`src/logic/iism_defs.svh`:
```
`ifndef IISM_DEFS_SVH
`define IISM_DEFS_SVH

// Register byte addresses.
`define IISM_ADDR_DATA_CMD   32'h5000_1310
`define IISM_ADDR_MASKED     32'h5000_132c
`define IISM_ADDR_MASK       32'h5000_1330
`define IISM_ADDR_RAW        32'h5000_1334
`define IISM_ADDR_RX_TL      32'h5000_1338
`define IISM_ADDR_TX_TL      32'h5000_133c
`define IISM_ADDR_CLR_ALL    32'h5000_1340
`define IISM_ADDR_CLR_RDREQ  32'h5000_1350
`define IISM_ADDR_CLR_ABRT   32'h5000_1354
`define IISM_ADDR_CLR_ACT    32'h5000_135c
`define IISM_ADDR_CLR_GC     32'h5000_1368
`define IISM_ADDR_ENABLE     32'h5000_136c
`define IISM_ADDR_ABRT_SRC   32'h5000_1380

// Status bit positions, shared by mask, raw and masked status; the last two are bit positions in the clear and enable registers.
`define IISM_B_GC        11
`define IISM_B_START     10
`define IISM_B_STOP      9
`define IISM_B_ACT       8
`define IISM_B_RXDONE    7
`define IISM_B_ABRT      6
`define IISM_B_RDREQ     5
`define IISM_B_TXEMPTY   4
`define IISM_B_TXOVER    3
`define IISM_B_RXFULL    2
`define IISM_B_RXOVER    1
`define IISM_B_RXUNDER   0
`define IISM_B_CLR       0
`define IISM_B_EN        0

// Reset values and sizes.
`define IISM_MASK_RST    12'h8ff
`define IISM_RAW_RST     12'h000
`define IISM_STICKY      12'hfeb
`define IISM_TL_RST      5'h00
`define IISM_SRC_RST     16'h0000
`define IISM_EN_RST      1'h0
`define IISM_FIFO_DEPTH  6'h20
`define IISM_FIFO_EMPTY  6'h00

`endif

```
`src/logic/iism_pkg.sv`:
```
`include "iism_defs.svh"

package iism_pkg;

	typedef struct packed {
		logic [11:0] mask;
		logic [11:0] raw;
		logic [15:0] abrt_src;
		logic        en;
		logic [4:0]  tx_tl;
		logic [4:0]  rx_tl;
		logic        scl_q;
		logic        sda_q;
		logic [15:0] rdata;
		logic        push;
		logic [7:0]  wdata;
	} iism_state_t;

	typedef struct packed {
		logic [1:0] meta;
		logic [1:0] sync;
	} iism_sync_t;

endpackage

```
`src/logic/iism_sync_if.sv`:
```
`timescale 1ns/1ps

interface iism_sync_if;
	logic [1:0] pin_raw;
	logic [1:0] pin_sync;

	modport src
	(
		input  pin_raw,
		output pin_sync
	);

	modport dst
	(
		output pin_raw,
		input  pin_sync
	);
endinterface

```
`src/logic/iism_sync.sv`:
```
`timescale 1ns/1ps

module iism_sync
	import iism_pkg::*;
(
	// Clock and reset
	input  wire logic ref_clk,
	input  wire logic rst_n,
	input  wire logic ce,
	// Pins in, synchronised levels out
	iism_sync_if.src  sif
);

	iism_sync_t st_ff;
	iism_sync_t nxt_st;

	always_comb
	begin
		nxt_st = st_ff;
		if (ce)
		begin
			nxt_st.meta = sif.pin_raw;
			nxt_st.sync = st_ff.meta;
		end
	end

	// An idle bus floats high, so both stages start high to avoid a false edge.
	always_ff @(posedge ref_clk or negedge rst_n)
	begin
		if (!rst_n)
			st_ff <= '1;
		else
			st_ff <= nxt_st;
	end

	assign sif.pin_sync = st_ff.sync;

endmodule

```
`src/logic/iism_top.sv`:
```
`timescale 1ns/1ps

// How it works
// RULE1: Twelve mask bits, reset pattern 0x8ff.
// RULE2: Masked status is raw AND mask; OR drives irq.
// RULE3: General call bit sets on acknowledged call.
// RULE4: General call holds until disable or clear read.
// RULE5: Acknowledged general call data goes to receive buffer.
// RULE6: Start or restart on bus sets bit ten.
// RULE7: Stop on bus sets bit nine.
// RULE8: Activity sticks until disable, clear reads, reset.
// RULE9: Slave transmit not acknowledged sets bit seven.
// RULE10: Transmit abort sets bit six, reason recorded.
// RULE11: Abort flushes transmit FIFO until abort clear read.
// RULE12: Read request sets bit five, holds clock low.
// RULE13: Processor answers read request via data command.
// RULE14: Read request clear read drops bit five.
// RULE15: Transmit empty tracks level against threshold.
// RULE16: Disabled: flushed; empty shows state machine activity.
// RULE17: Command write at 32 entries sets overflow.
// RULE18: Overflow holds until internal enable falls.
// RULE19: Receive full, overflow, underflow on bits two-zero.
module iism_top
	import iism_pkg::*;
(
	// Clock, reset and clock enable
	input  wire logic        ref_clk,
	input  wire logic        rst_n,
	input  wire logic        ce,
	// Processor register port
	input  wire logic        psel,
	input  wire logic        penable,
	input  wire logic        pwrite,
	input  wire logic [31:0] paddr,
	input  wire logic [31:0] pwdata,
	output logic      [31:0] prdata,
	output logic             pready,
	output logic             pslverr,
	// I2C pins
	input  wire logic        scl_in,
	input  wire logic        sda_in,
	output logic             scl_out,
	output logic             scl_oe_n,
	// Protocol engine events and state
	input  wire logic        gc_ack_evt,
	input  wire logic        activity_in,
	input  wire logic        slv_tx_nack_evt,
	input  wire logic        abort_evt,
	input  wire logic [15:0] abort_reason_in,
	input  wire logic        rd_req_evt,
	input  wire logic        rx_byte_evt,
	input  wire logic        sm_active,
	input  wire logic        internal_enable,
	// FIFO side
	input  wire logic [5:0]  tx_level,
	input  wire logic [5:0]  rx_level,
	input  wire logic [7:0]  rx_data,
	output logic             tx_push,
	output logic      [7:0]  tx_wdata,
	output logic             tx_flush,
	output logic             rx_pop,
	output logic             gc_rx_store,
	// Interrupt
	output logic             irq
);

	iism_state_t st_ff;
	iism_state_t nxt_st;

	logic [11:0] set_v;
	logic [11:0] clr_v;
	logic [11:0] masked;
	logic [15:0] rd_val;
	logic        mapped;
	logic        rd_acc;
	logic        wr_acc;
	logic        rd_setup;
	logic        scl_s;
	logic        sda_s;
	logic        start_pin;
	logic        stop_pin;
	logic        wr_cmd;
	logic        rd_cmd;

	iism_sync_if sif ();

	assign sif.pin_raw = {scl_in, sda_in};
	assign scl_s       = sif.pin_sync[1];
	assign sda_s       = sif.pin_sync[0];

	iism_sync u_sync
	(
		.ref_clk (ref_clk),
		.rst_n   (rst_n),
		.ce      (ce),
		.sif     (sif.src)
	);

	assign rd_acc   = psel & penable & ~pwrite;
	assign wr_acc   = psel & penable & pwrite;
	assign rd_setup = psel & ~penable & ~pwrite;
	assign wr_cmd   = wr_acc & (paddr == `IISM_ADDR_DATA_CMD);
	assign rd_cmd   = rd_acc & (paddr == `IISM_ADDR_DATA_CMD);

	// Edges are taken only from the second synchroniser stage and its delayed copy.
	assign start_pin = st_ff.scl_q & scl_s & st_ff.sda_q & ~sda_s;
	assign stop_pin  = st_ff.scl_q & scl_s & ~st_ff.sda_q & sda_s;

	assign masked = st_ff.raw & st_ff.mask; // [RULE2]

	always_comb
	begin
		mapped = 1'b1;
		rd_val = 16'h0000;
		case (paddr)
			`IISM_ADDR_DATA_CMD:  rd_val = {8'h00, rx_data};
			`IISM_ADDR_MASKED:    rd_val = {4'h0, masked};
			`IISM_ADDR_MASK:      rd_val = {4'h0, st_ff.mask};
			`IISM_ADDR_RAW:       rd_val = {4'h0, st_ff.raw};
			`IISM_ADDR_RX_TL:     rd_val = {11'h000, st_ff.rx_tl};
			`IISM_ADDR_TX_TL:     rd_val = {11'h000, st_ff.tx_tl};
			`IISM_ADDR_CLR_ALL:   rd_val = {15'h0000, |(st_ff.raw & `IISM_STICKY)};
			`IISM_ADDR_CLR_RDREQ: rd_val = {15'h0000, st_ff.raw[`IISM_B_RDREQ]};
			`IISM_ADDR_CLR_ABRT:  rd_val = {15'h0000, st_ff.raw[`IISM_B_ABRT]};
			`IISM_ADDR_CLR_ACT:   rd_val = {15'h0000, st_ff.raw[`IISM_B_ACT]};
			`IISM_ADDR_CLR_GC:    rd_val = {15'h0000, st_ff.raw[`IISM_B_GC]};
			`IISM_ADDR_ENABLE:    rd_val = {15'h0000, st_ff.en};
			`IISM_ADDR_ABRT_SRC:  rd_val = st_ff.abrt_src;
			default:              mapped = 1'b0;
		endcase
	end

	always_comb
	begin
		nxt_st = st_ff;
		set_v  = 12'h000;
		clr_v  = 12'h000;

		set_v[`IISM_B_GC]      = gc_ack_evt;                                            // [RULE3]
		set_v[`IISM_B_START]   = start_pin;                                             // [RULE6]
		set_v[`IISM_B_STOP]    = stop_pin;                                              // [RULE7]
		set_v[`IISM_B_ACT]     = activity_in;                                           // [RULE8]
		set_v[`IISM_B_RXDONE]  = slv_tx_nack_evt;                                       // [RULE9]
		set_v[`IISM_B_ABRT]    = abort_evt;                                             // [RULE10]
		set_v[`IISM_B_RDREQ]   = rd_req_evt;                                            // [RULE12]
		set_v[`IISM_B_TXOVER]  = wr_cmd & (tx_level == `IISM_FIFO_DEPTH);              // [RULE17]
		set_v[`IISM_B_RXOVER]  = rx_byte_evt & (rx_level == `IISM_FIFO_DEPTH);         // [RULE19]
		set_v[`IISM_B_RXUNDER] = rd_cmd & (rx_level == `IISM_FIFO_EMPTY);              // [RULE19]

		if (rd_acc && paddr == `IISM_ADDR_CLR_ALL)
			clr_v = `IISM_STICKY;
		if (rd_acc && paddr == `IISM_ADDR_CLR_GC)
			clr_v[`IISM_B_GC] = 1'b1;                                                 // [RULE4]
		if (rd_acc && paddr == `IISM_ADDR_CLR_ACT)
			clr_v[`IISM_B_ACT] = 1'b1;                                                // [RULE8]
		if (rd_acc && paddr == `IISM_ADDR_CLR_ABRT)
			clr_v[`IISM_B_ABRT] = 1'b1;                                               // [RULE11]
		if (rd_acc && paddr == `IISM_ADDR_CLR_RDREQ)
			clr_v[`IISM_B_RDREQ] = 1'b1;                                              // [RULE14]
		// Overflow flags outlive the enable register until the engine reports idle.
		if (!internal_enable)
		begin
			clr_v[`IISM_B_GC]      = 1'b1;                                            // [RULE4]
			clr_v[`IISM_B_ACT]     = 1'b1;                                            // [RULE8]
			clr_v[`IISM_B_TXOVER]  = 1'b1;                                            // [RULE18]
			clr_v[`IISM_B_RXOVER]  = 1'b1;                                            // [RULE19]
			clr_v[`IISM_B_RXUNDER] = 1'b1;                                            // [RULE19]
		end

		if (ce)
		begin
			nxt_st.scl_q = scl_s;
			nxt_st.sda_q = sda_s;
			// A set in the same cycle as its clear wins, so no event is lost.
			nxt_st.raw = ((st_ff.raw & ~clr_v) | set_v) & `IISM_STICKY;
			if (st_ff.en)
				nxt_st.raw[`IISM_B_TXEMPTY] = ({1'b0, st_ff.tx_tl} >= tx_level);      // [RULE15]
			else
				nxt_st.raw[`IISM_B_TXEMPTY] = sm_active;                               // [RULE16]
			nxt_st.raw[`IISM_B_RXFULL] = st_ff.en & (rx_level > {1'b0, st_ff.rx_tl}); // [RULE19]

			if (abort_evt)
				nxt_st.abrt_src = abort_reason_in;                                     // [RULE10]
			else if (clr_v[`IISM_B_ABRT])
				nxt_st.abrt_src = `IISM_SRC_RST;

			// The processor answers a read request through this write.
			nxt_st.push  = wr_cmd & st_ff.en & ~st_ff.raw[`IISM_B_ABRT]
				& (tx_level != `IISM_FIFO_DEPTH);                                      // [RULE11] [RULE13]
			nxt_st.wdata = wr_cmd ? pwdata[7:0] : st_ff.wdata;

			if (wr_acc)
			begin
				case (paddr)
					`IISM_ADDR_MASK:   nxt_st.mask  = pwdata[11:0];                     // [RULE1]
					`IISM_ADDR_RX_TL:  nxt_st.rx_tl = pwdata[4:0];
					`IISM_ADDR_TX_TL:  nxt_st.tx_tl = pwdata[4:0];
					`IISM_ADDR_ENABLE: nxt_st.en    = pwdata[`IISM_B_EN];
					default:           nxt_st.en    = st_ff.en;
				endcase
			end

			if (rd_setup)
				nxt_st.rdata = rd_val;
		end
	end

	always_ff @(posedge ref_clk or negedge rst_n)
	begin
		if (!rst_n)
		begin
			st_ff.mask     <= `IISM_MASK_RST;                                          // [RULE1]
			st_ff.raw      <= `IISM_RAW_RST;
			st_ff.abrt_src <= `IISM_SRC_RST;
			st_ff.en       <= `IISM_EN_RST;
			st_ff.tx_tl    <= `IISM_TL_RST;
			st_ff.rx_tl    <= `IISM_TL_RST;
			st_ff.scl_q    <= 1'b1;
			st_ff.sda_q    <= 1'b1;
			st_ff.rdata    <= 16'h0000;
			st_ff.push     <= 1'b0;
			st_ff.wdata    <= 8'h00;
		end
		else
		begin
			st_ff <= nxt_st;
		end
	end

	assign prdata      = {16'h0000, st_ff.rdata};
	assign pready      = 1'b1;
	assign pslverr     = psel & penable & ~mapped;
	assign irq         = |masked;                                                  // [RULE2]
	assign tx_push     = st_ff.push;
	assign tx_wdata    = st_ff.wdata;
	// The FIFO stays flushed while disabled and for as long as an abort is pending.
	assign tx_flush    = ~st_ff.en | st_ff.raw[`IISM_B_ABRT];                       // [RULE11] [RULE16]
	assign rx_pop      = rd_cmd & ce & (rx_level != `IISM_FIFO_EMPTY);
	assign gc_rx_store = st_ff.raw[`IISM_B_GC];                                     // [RULE5]
	// Clock stretching: SCL is pulled low until a clear read drops the read request bit.
	assign scl_out     = 1'b0;
	assign scl_oe_n    = ~st_ff.raw[`IISM_B_RDREQ];                                 // [RULE12]
endmodule

```
`config.mk`:
```
export PLATFORM = sky130hd
export DESIGN_NAME = iism_top
export DESIGN_NICKNAME = d
export VERILOG_FILES = /design/src/logic/iism_pkg.sv /design/src/logic/iism_sync_if.sv /design/src/logic/iism_sync.sv /design/src/logic/iism_top.sv
export VERILOG_INCLUDE_DIRS = /design/src /design/src/logic
export SDC_FILE = /design/constraint.sdc
export NUM_CORES = 1
export LEC_CHECK = 0
export BUFFER_PORTS_ARGS = -buffer_cell sky130_fd_sc_hd__buf_2
export CAP_MARGIN = 10
export CORE_UTILIZATION = 35
export DETAILED_ROUTE_END_ITERATION = 6
export GPL_ROUTABILITY_DRIVEN = 0
export PLACE_DENSITY_LB_ADDON = 0.05
export RECOVER_POWER = 100
export SETUP_SLACK_MARGIN = 0.4
export SLEW_MARGIN = 20
export SYNTH_ARGS = -nofsm -noshare
export SYNTH_HDL_FRONTEND = slang
export SYNTH_SLANG_ARGS = --single-unit
```
`constraint.sdc`:
```
create_clock -name ref_clk -period 2.5 [get_ports ref_clk]
set_input_delay 0.5 -clock ref_clk [delete_from_list [all_inputs] [get_ports ref_clk]]
set_output_delay 0.5 -clock ref_clk [all_outputs]
set_load 0.02 [all_outputs]
```
==> results of run 1 <==
final cells by class:
type	instances	area [µm²]
Clock buffer	9	225
Clock inverter	7	58.8
Fill cell	1332	7350
Inverter	18	70.1
Multi-Input combinational cell	295	2270
Sequential cell	82	2070
Tap cell	176	220
Timing Repair Buffer	163	925
cells in the final DEF (no fill, tap or decap), drive strengths merged, types with 5 or more instances in the layout:
master / count
o21ai: 7
a21o: 14
ha: 10
nor4: 10
dfstp: 15
mux2: 39
a21oi: 14
a32o: 6
dfrtp: 67
o31ai: 8
nand3: 5
clkbuf: 46
nand2: 30
nor2b: 7
a22o: 35
conb: 18
nor2: 13
a22oi: 8
inv: 22
buf: 126
nor3: 9
sequential cells by signal, indices dropped and copies added, names as in the netlist:
signal,flops
u_sync.st_ff,2
st_ff,52
gc_rx_store,1
tx_wdata,8
prdata,16
u_sync.sif.pin_sync,2
tx_push,1
where the power goes:
group          total, µW  internal [µW]  switching [µW]  leakage, µW
Clock               1280            690             588     0.000139
Sequential          1470           1400            63.8      0.00103
Combinational        387            180             207      0.00159
Total               3130           2270             859      0.00276
synthesized netlist by cell type, types with 7 or more instances:
cell / number
clkbuf_1: 13
nand2_1: 29
nor2b_1: 7
inv_1: 18
a21o_1: 14
dfstp_2: 15
nor4_1: 9
o21ai_0: 7
nor2_1: 13
ha_1: 10
buf_4: 44
mux2_2: 39
a22o_1: 35
dfrtp_1: 67
o31ai_1: 8
a22oi_1: 8
a21oi_1: 14
metal layers:
metal | part of all wire | vias up | wire, µm
met4 | 0.012 | 0 | 170
met2 | 0.49 | 110 | 6670
met3 | 0.041 | 12 | 556
met5 | 0 | - | 0
met1 | 0.46 | 1937 | 6230
li1 | - | 1854 | -
logic make-up after synthesis:
kind of cell / Yosys count / share of synthesized area
xor gates and xnor gates: 3 / 0.00555
DFF: 82 / 0.437
other: 2 / 0.00159
and+or+nand+nor: 106 / 0.135
muxes: 42 / 0.0991
AOI/OAI and AO/OA: 116 / 0.189
adders and majority gates: 10 / 0.0264
buffers and inverters: 85 / 0.105
worst paths after layout:
path / slack (ps) / cells after the start / from / end
max: 110 / 6 / paddr[3] / rx_pop
min: 370 / 2 / abort_reason_in[0] / st_ff[38]
max reg2reg: 550 / 6 / st_ff[60] / prdata[0]
min reg2reg: 470 / 2 / prdata[8] / prdata[8]
max in group asynchronous: 440 / 2 / rst_n / prdata[2]
min in group asynchronous: 720 / 1 / rst_n / st_ff[34]
repair_timing:
action | 4_1_cts | 5_1_grt
pin swaps | 4 | 4
endpoints found under the hold margin | 0 | 0
buffers inserted | 4 | 5
setup endpoints to repair | 3 | 20
gates resized for setup | 6 | 11
metrics by stage:
| stage | hold WS [ps] | std cells | util | setup slack, ps | total power, µW |
|---|---|---|---|---|---|
| global route | 371 | 750 | 0.443 | 57.9 | 3260 |
| CTS | 120 | 745 | 0.446 | 152 | 3170 |
| floorplan | 204 | 462 | - | 98.8 | 1690 |
| global placement | 460 | 725 | 0.421 | 43.9 | 1860 |
| finish | 369 | 750 | 0.443 | 111 | 3130 |
| detailed placement | 463 | 725 | 0.421 | 36.5 | 1870 |
==> flow_summary.ini, run 1 <==
[synthesis]
synth_top_cell_area_share = 0.354
synth_area_leaders = dfrtp_1 (35%), mux2_2 (9.3%), dfstp_2 (8.3%)
yosysUniqueCellTypes = 62
syn-cell-area_um2 = 4730
async_flop_share = 1.00
ys_ff_latch = 82
yosysTopAreaCell = dfrtp_1
seq_area_frac_synth = 0.437
yosysWarnings = 0
avgSynthCellArea_um2 = 10.6
synth_edf_count = 0
synth_ff_type = dfrtp_1
syn_inst = 446

[drt]
ant_nets = 0
drc = 0
first_iter_violations = 213
first_pass_iters = 4
num_vias = 3913
post_drt_wl_per_cell_um = 18.2
drt_wl_total_mm = 13.6
vias_per_cell = 5.22

[worst_setup_path]
slowest_delay_ps = 560
path_max_fanout = 2
crit_arrival_ps = 1890
timing.critical_path.buf_inv = 2
cpLargestDelayFamily = simple AND/OR/NAND/NOR gates
required_ps = 2000
worstSetupEndpointType = output port
critPathLaunchType = input port
cp_slowest_cell = or4_4
path_cells = clkbuf_1 -> or4_4 -> nor3_4 -> nand2_1 -> nor4_4 -> clkbuf_2
crit_type = input port to output port

[clock_tree]
cts_tree = done
clk_path_buf_depth = 2
cts_max_level = 3
clock-root-buffer = clkbuf_16
clkTransAtPathRegs_ps = 70
hold_buffers = 0
cts-buffers-inserted = 9
numClockSinks = 82
clock_insertion_delay_worst_skew_ps = 350

[place]
dp_hpwl_mm = 10.5
postPlaceCellArea_um2 = 5550
numPortBuffers = 126

[global_route]
grt_antenna_before_repair = 0
use_met2 = 0.334
grt_pass1_wl_mm = 21.6
grt_start_max_net_pins = 36
grtUsageMet1 = 0.271
grt_pass1_vias = 3883
grt_overflow = 0
grt.total_usage = 0.205
grt-busiest-layer = met2
gr-usage-met3 = 0.0372

[floorplan]
fp.dieH_um = 118
ioPinCount = 165
die_w_um = 118
die_area_um2 = 14000
coreArea_um2 = 13200
start_util = 0.359
rows = 42

[final_layout]
final_cell_area_um2 = 5840
areaGrowthSynthToFinish_pct = 23.4
drive_gt1_frac = 0.383
fin_nets = 695
n_antenna_cell = 0

[timing]
hold_violations = 0
rsz0062_at_grt = true
min_period_ps = 2390
fin_worst_skew_ps = 7.82
setup_tns_ps = 0
relSlewSlack = -0.343
fmax_mhz = 419
worst_pin_slew_ps = 2010
drv_slew = 35
finalCritPeriodShare = 0.956
setup-violations-final = 0

[run]
drv_cap = 1

[pwr]
leakage_uw = 0.00276
ir_worst_vdd_mv = 0.450
cellPowerDensity_nw_per_um2 = 536

[min_path]
min_path_type = input port to register

[status]
status = finished with violations
violations = max-capacitance violations, max-slew violations
No activity file was read; power rests on OpenSTA's default activity.
==> inputs of run 2 (changes only) <==
Clock period 2.5 ns to 2.4 ns, I/O delays scaled along.
==> flow_summary.ini, run 2 (synthesized netlist as in run 1, its figures left out) <==
[status]
status = complete, no violations

[drt]
vias_per_cell = 5.22
post_drt_wl_per_cell_um = 18.6
first_pass_iters = 5
num_vias = 3997
drt_wl_total_mm = 14.2
first_iter_violations = 250
drc = 0
ant_nets = 0

[clock_tree]
cts_tree = done
numClockSinks = 82
clk_path_buf_depth = 2
cts_max_level = 3
cts-buffers-inserted = 9
clock_insertion_delay_worst_skew_ps = 340
clkTransAtPathRegs_ps = 70
clock-root-buffer = clkbuf_16

[worst_setup_path]
crit_arrival_ps = 1810
path_cells = buf_6 -> or4_4 -> nor3_4 -> nand2_2 -> nor4_4 -> clkbuf_2
crit_type = input port to output port
r2r_slack_ps = 510
cp_slowest_cell = or4_4
critPathLaunchType = input port
worstSetupEndpointType = output port
required_ps = 1920
cpLargestDelayFamily = simple AND/OR/NAND/NOR gates
timing.critical_path.buf_inv = 2
path_max_fanout = 2
slowest_delay_ps = 550

[global_route]
grt_overflow = 0
grt_antenna_before_repair = 0
grt_start_max_net_pins = 43
grt.total_usage = 0.210
grt_pass1_vias = 3946
grt_pass1_wl_mm = 22.2

[pwr]
ir_worst_vdd_mv = 0.463
fin_total_pwr_uw = 3290
leakage_uw = 0.00289
cellPowerDensity_nw_per_um2 = 544

[final_layout]
multi_input_area_um2 = 2340
num-fill-cells = 1311
regMostFlops = st_ff
largest_register_ffs = 52
layout.area.seq_um2 = 2070
areaGrowthSynthToFinish_pct = 27.6
layout_commonest_cell = buf_2
fin_nets = 710
n_antenna_cell = 0
final_cell_area_um2 = 6040
drive_gt1_frac = 0.406
most-common-layout-cells = buf_2 (88), dfrtp_1 (64), clkbuf_1 (37)

[floorplan]
die_area_um2 = 14000
rows = 42
coreArea_um2 = 13200
die_w_um = 118
ioPinCount = 165
fp.dieH_um = 118
start_util = 0.359

[timing]
min_period_ps = 2290
finalCritPeriodShare = 0.956
hold_violations = 0
drv_slew = 0
fin_worst_skew_ps = 7.42
worst_pin_slew_ps = 1080
setup-violations-final = 0
setup_tns_ps = 0
fmax_mhz = 436
relSlewSlack = 0.279
rsz0062_at_grt = true
setup_ws_ps = 106
holdWs_ps = 320

[place]
place_ws_ps = -40.3
numPortBuffers = 126
dp_hpwl_mm = 10.5
postPlaceCellArea_um2 = 5560

[run]
drv_cap = 0

[min_path]
min_path_type = input port to async pin
[run 2: changes by cell type in the layout (fill, tap and decap cells not counted), sizes merged]
cell	change
buf	+8
clkbuf	+7
clkinv	+2
inv	-2
[run 2: final timing paths]
kind                               startpoint    endpoint  depth (start not counted)
max                                  paddr[5]      rx_pop                          6
min                                     rst_n  prdata[13]                          1
max reg2reg                         st_ff[63]   prdata[0]                          6
min reg2reg                         prdata[1]   prdata[1]                          2
max in group asynchronous               rst_n   st_ff[69]                          2
min in group ref_clk       abort_reason_in[7]   st_ff[45]                          2
[run 2: per-stage QoR]
step                 util  cells
finish              0.458    765
global route        0.458    765
CTS                 0.455    758
detailed placement  0.422    728
global placement    0.422    728
floorplan               -    462
[run 2: timing repair]
action / in CTS / in global routing
hold buffers: 0 / 0
pin swaps: 6 / 7
endpoints found under the setup margin: 3 / 40
gates cloned: 0 / 1
resized for setup: 16 / 18
setup buffers: 14 / 6
[run 2: power breakdown]
group / total (µW) / switching [µW] / internal (µW) / leakage (µW)
registers: 1530 / 62.9 / 1460 / 0.00103
clock network: 1310 / 606 / 708 / 0.000136
logic: 447 / 233 / 214 / 0.00172
[run 2: worst register-to-register path, stage by stage, from the launching register on]
cell and delay, ps:
dfrtp_1 400, buf_4 150, nor4_1 280, nand3_1 140, a32o_1 280, a2111oi_2 380, a32oi_1 150
[run 2: layout make-up]
type | count | share of cell area
clock buffer | 9 | 0.0373
clock inverter | 7 | 0.00870
inverter | 18 | 0.0120
multi-input combinational | 295 | 0.388
sequential | 82 | 0.344
tap | 176 | 0.0365
timing repair buffer | 178 | 0.174
[run 2: metal layers]
metal	vias up	global-route usage	wire length (µm)
met5	-	0	0
met4	0	0.0809	335
met3	22	0.0338	626
met2	141	0.333	6630
met1	1941	0.286	6610
li1	1893	-	-
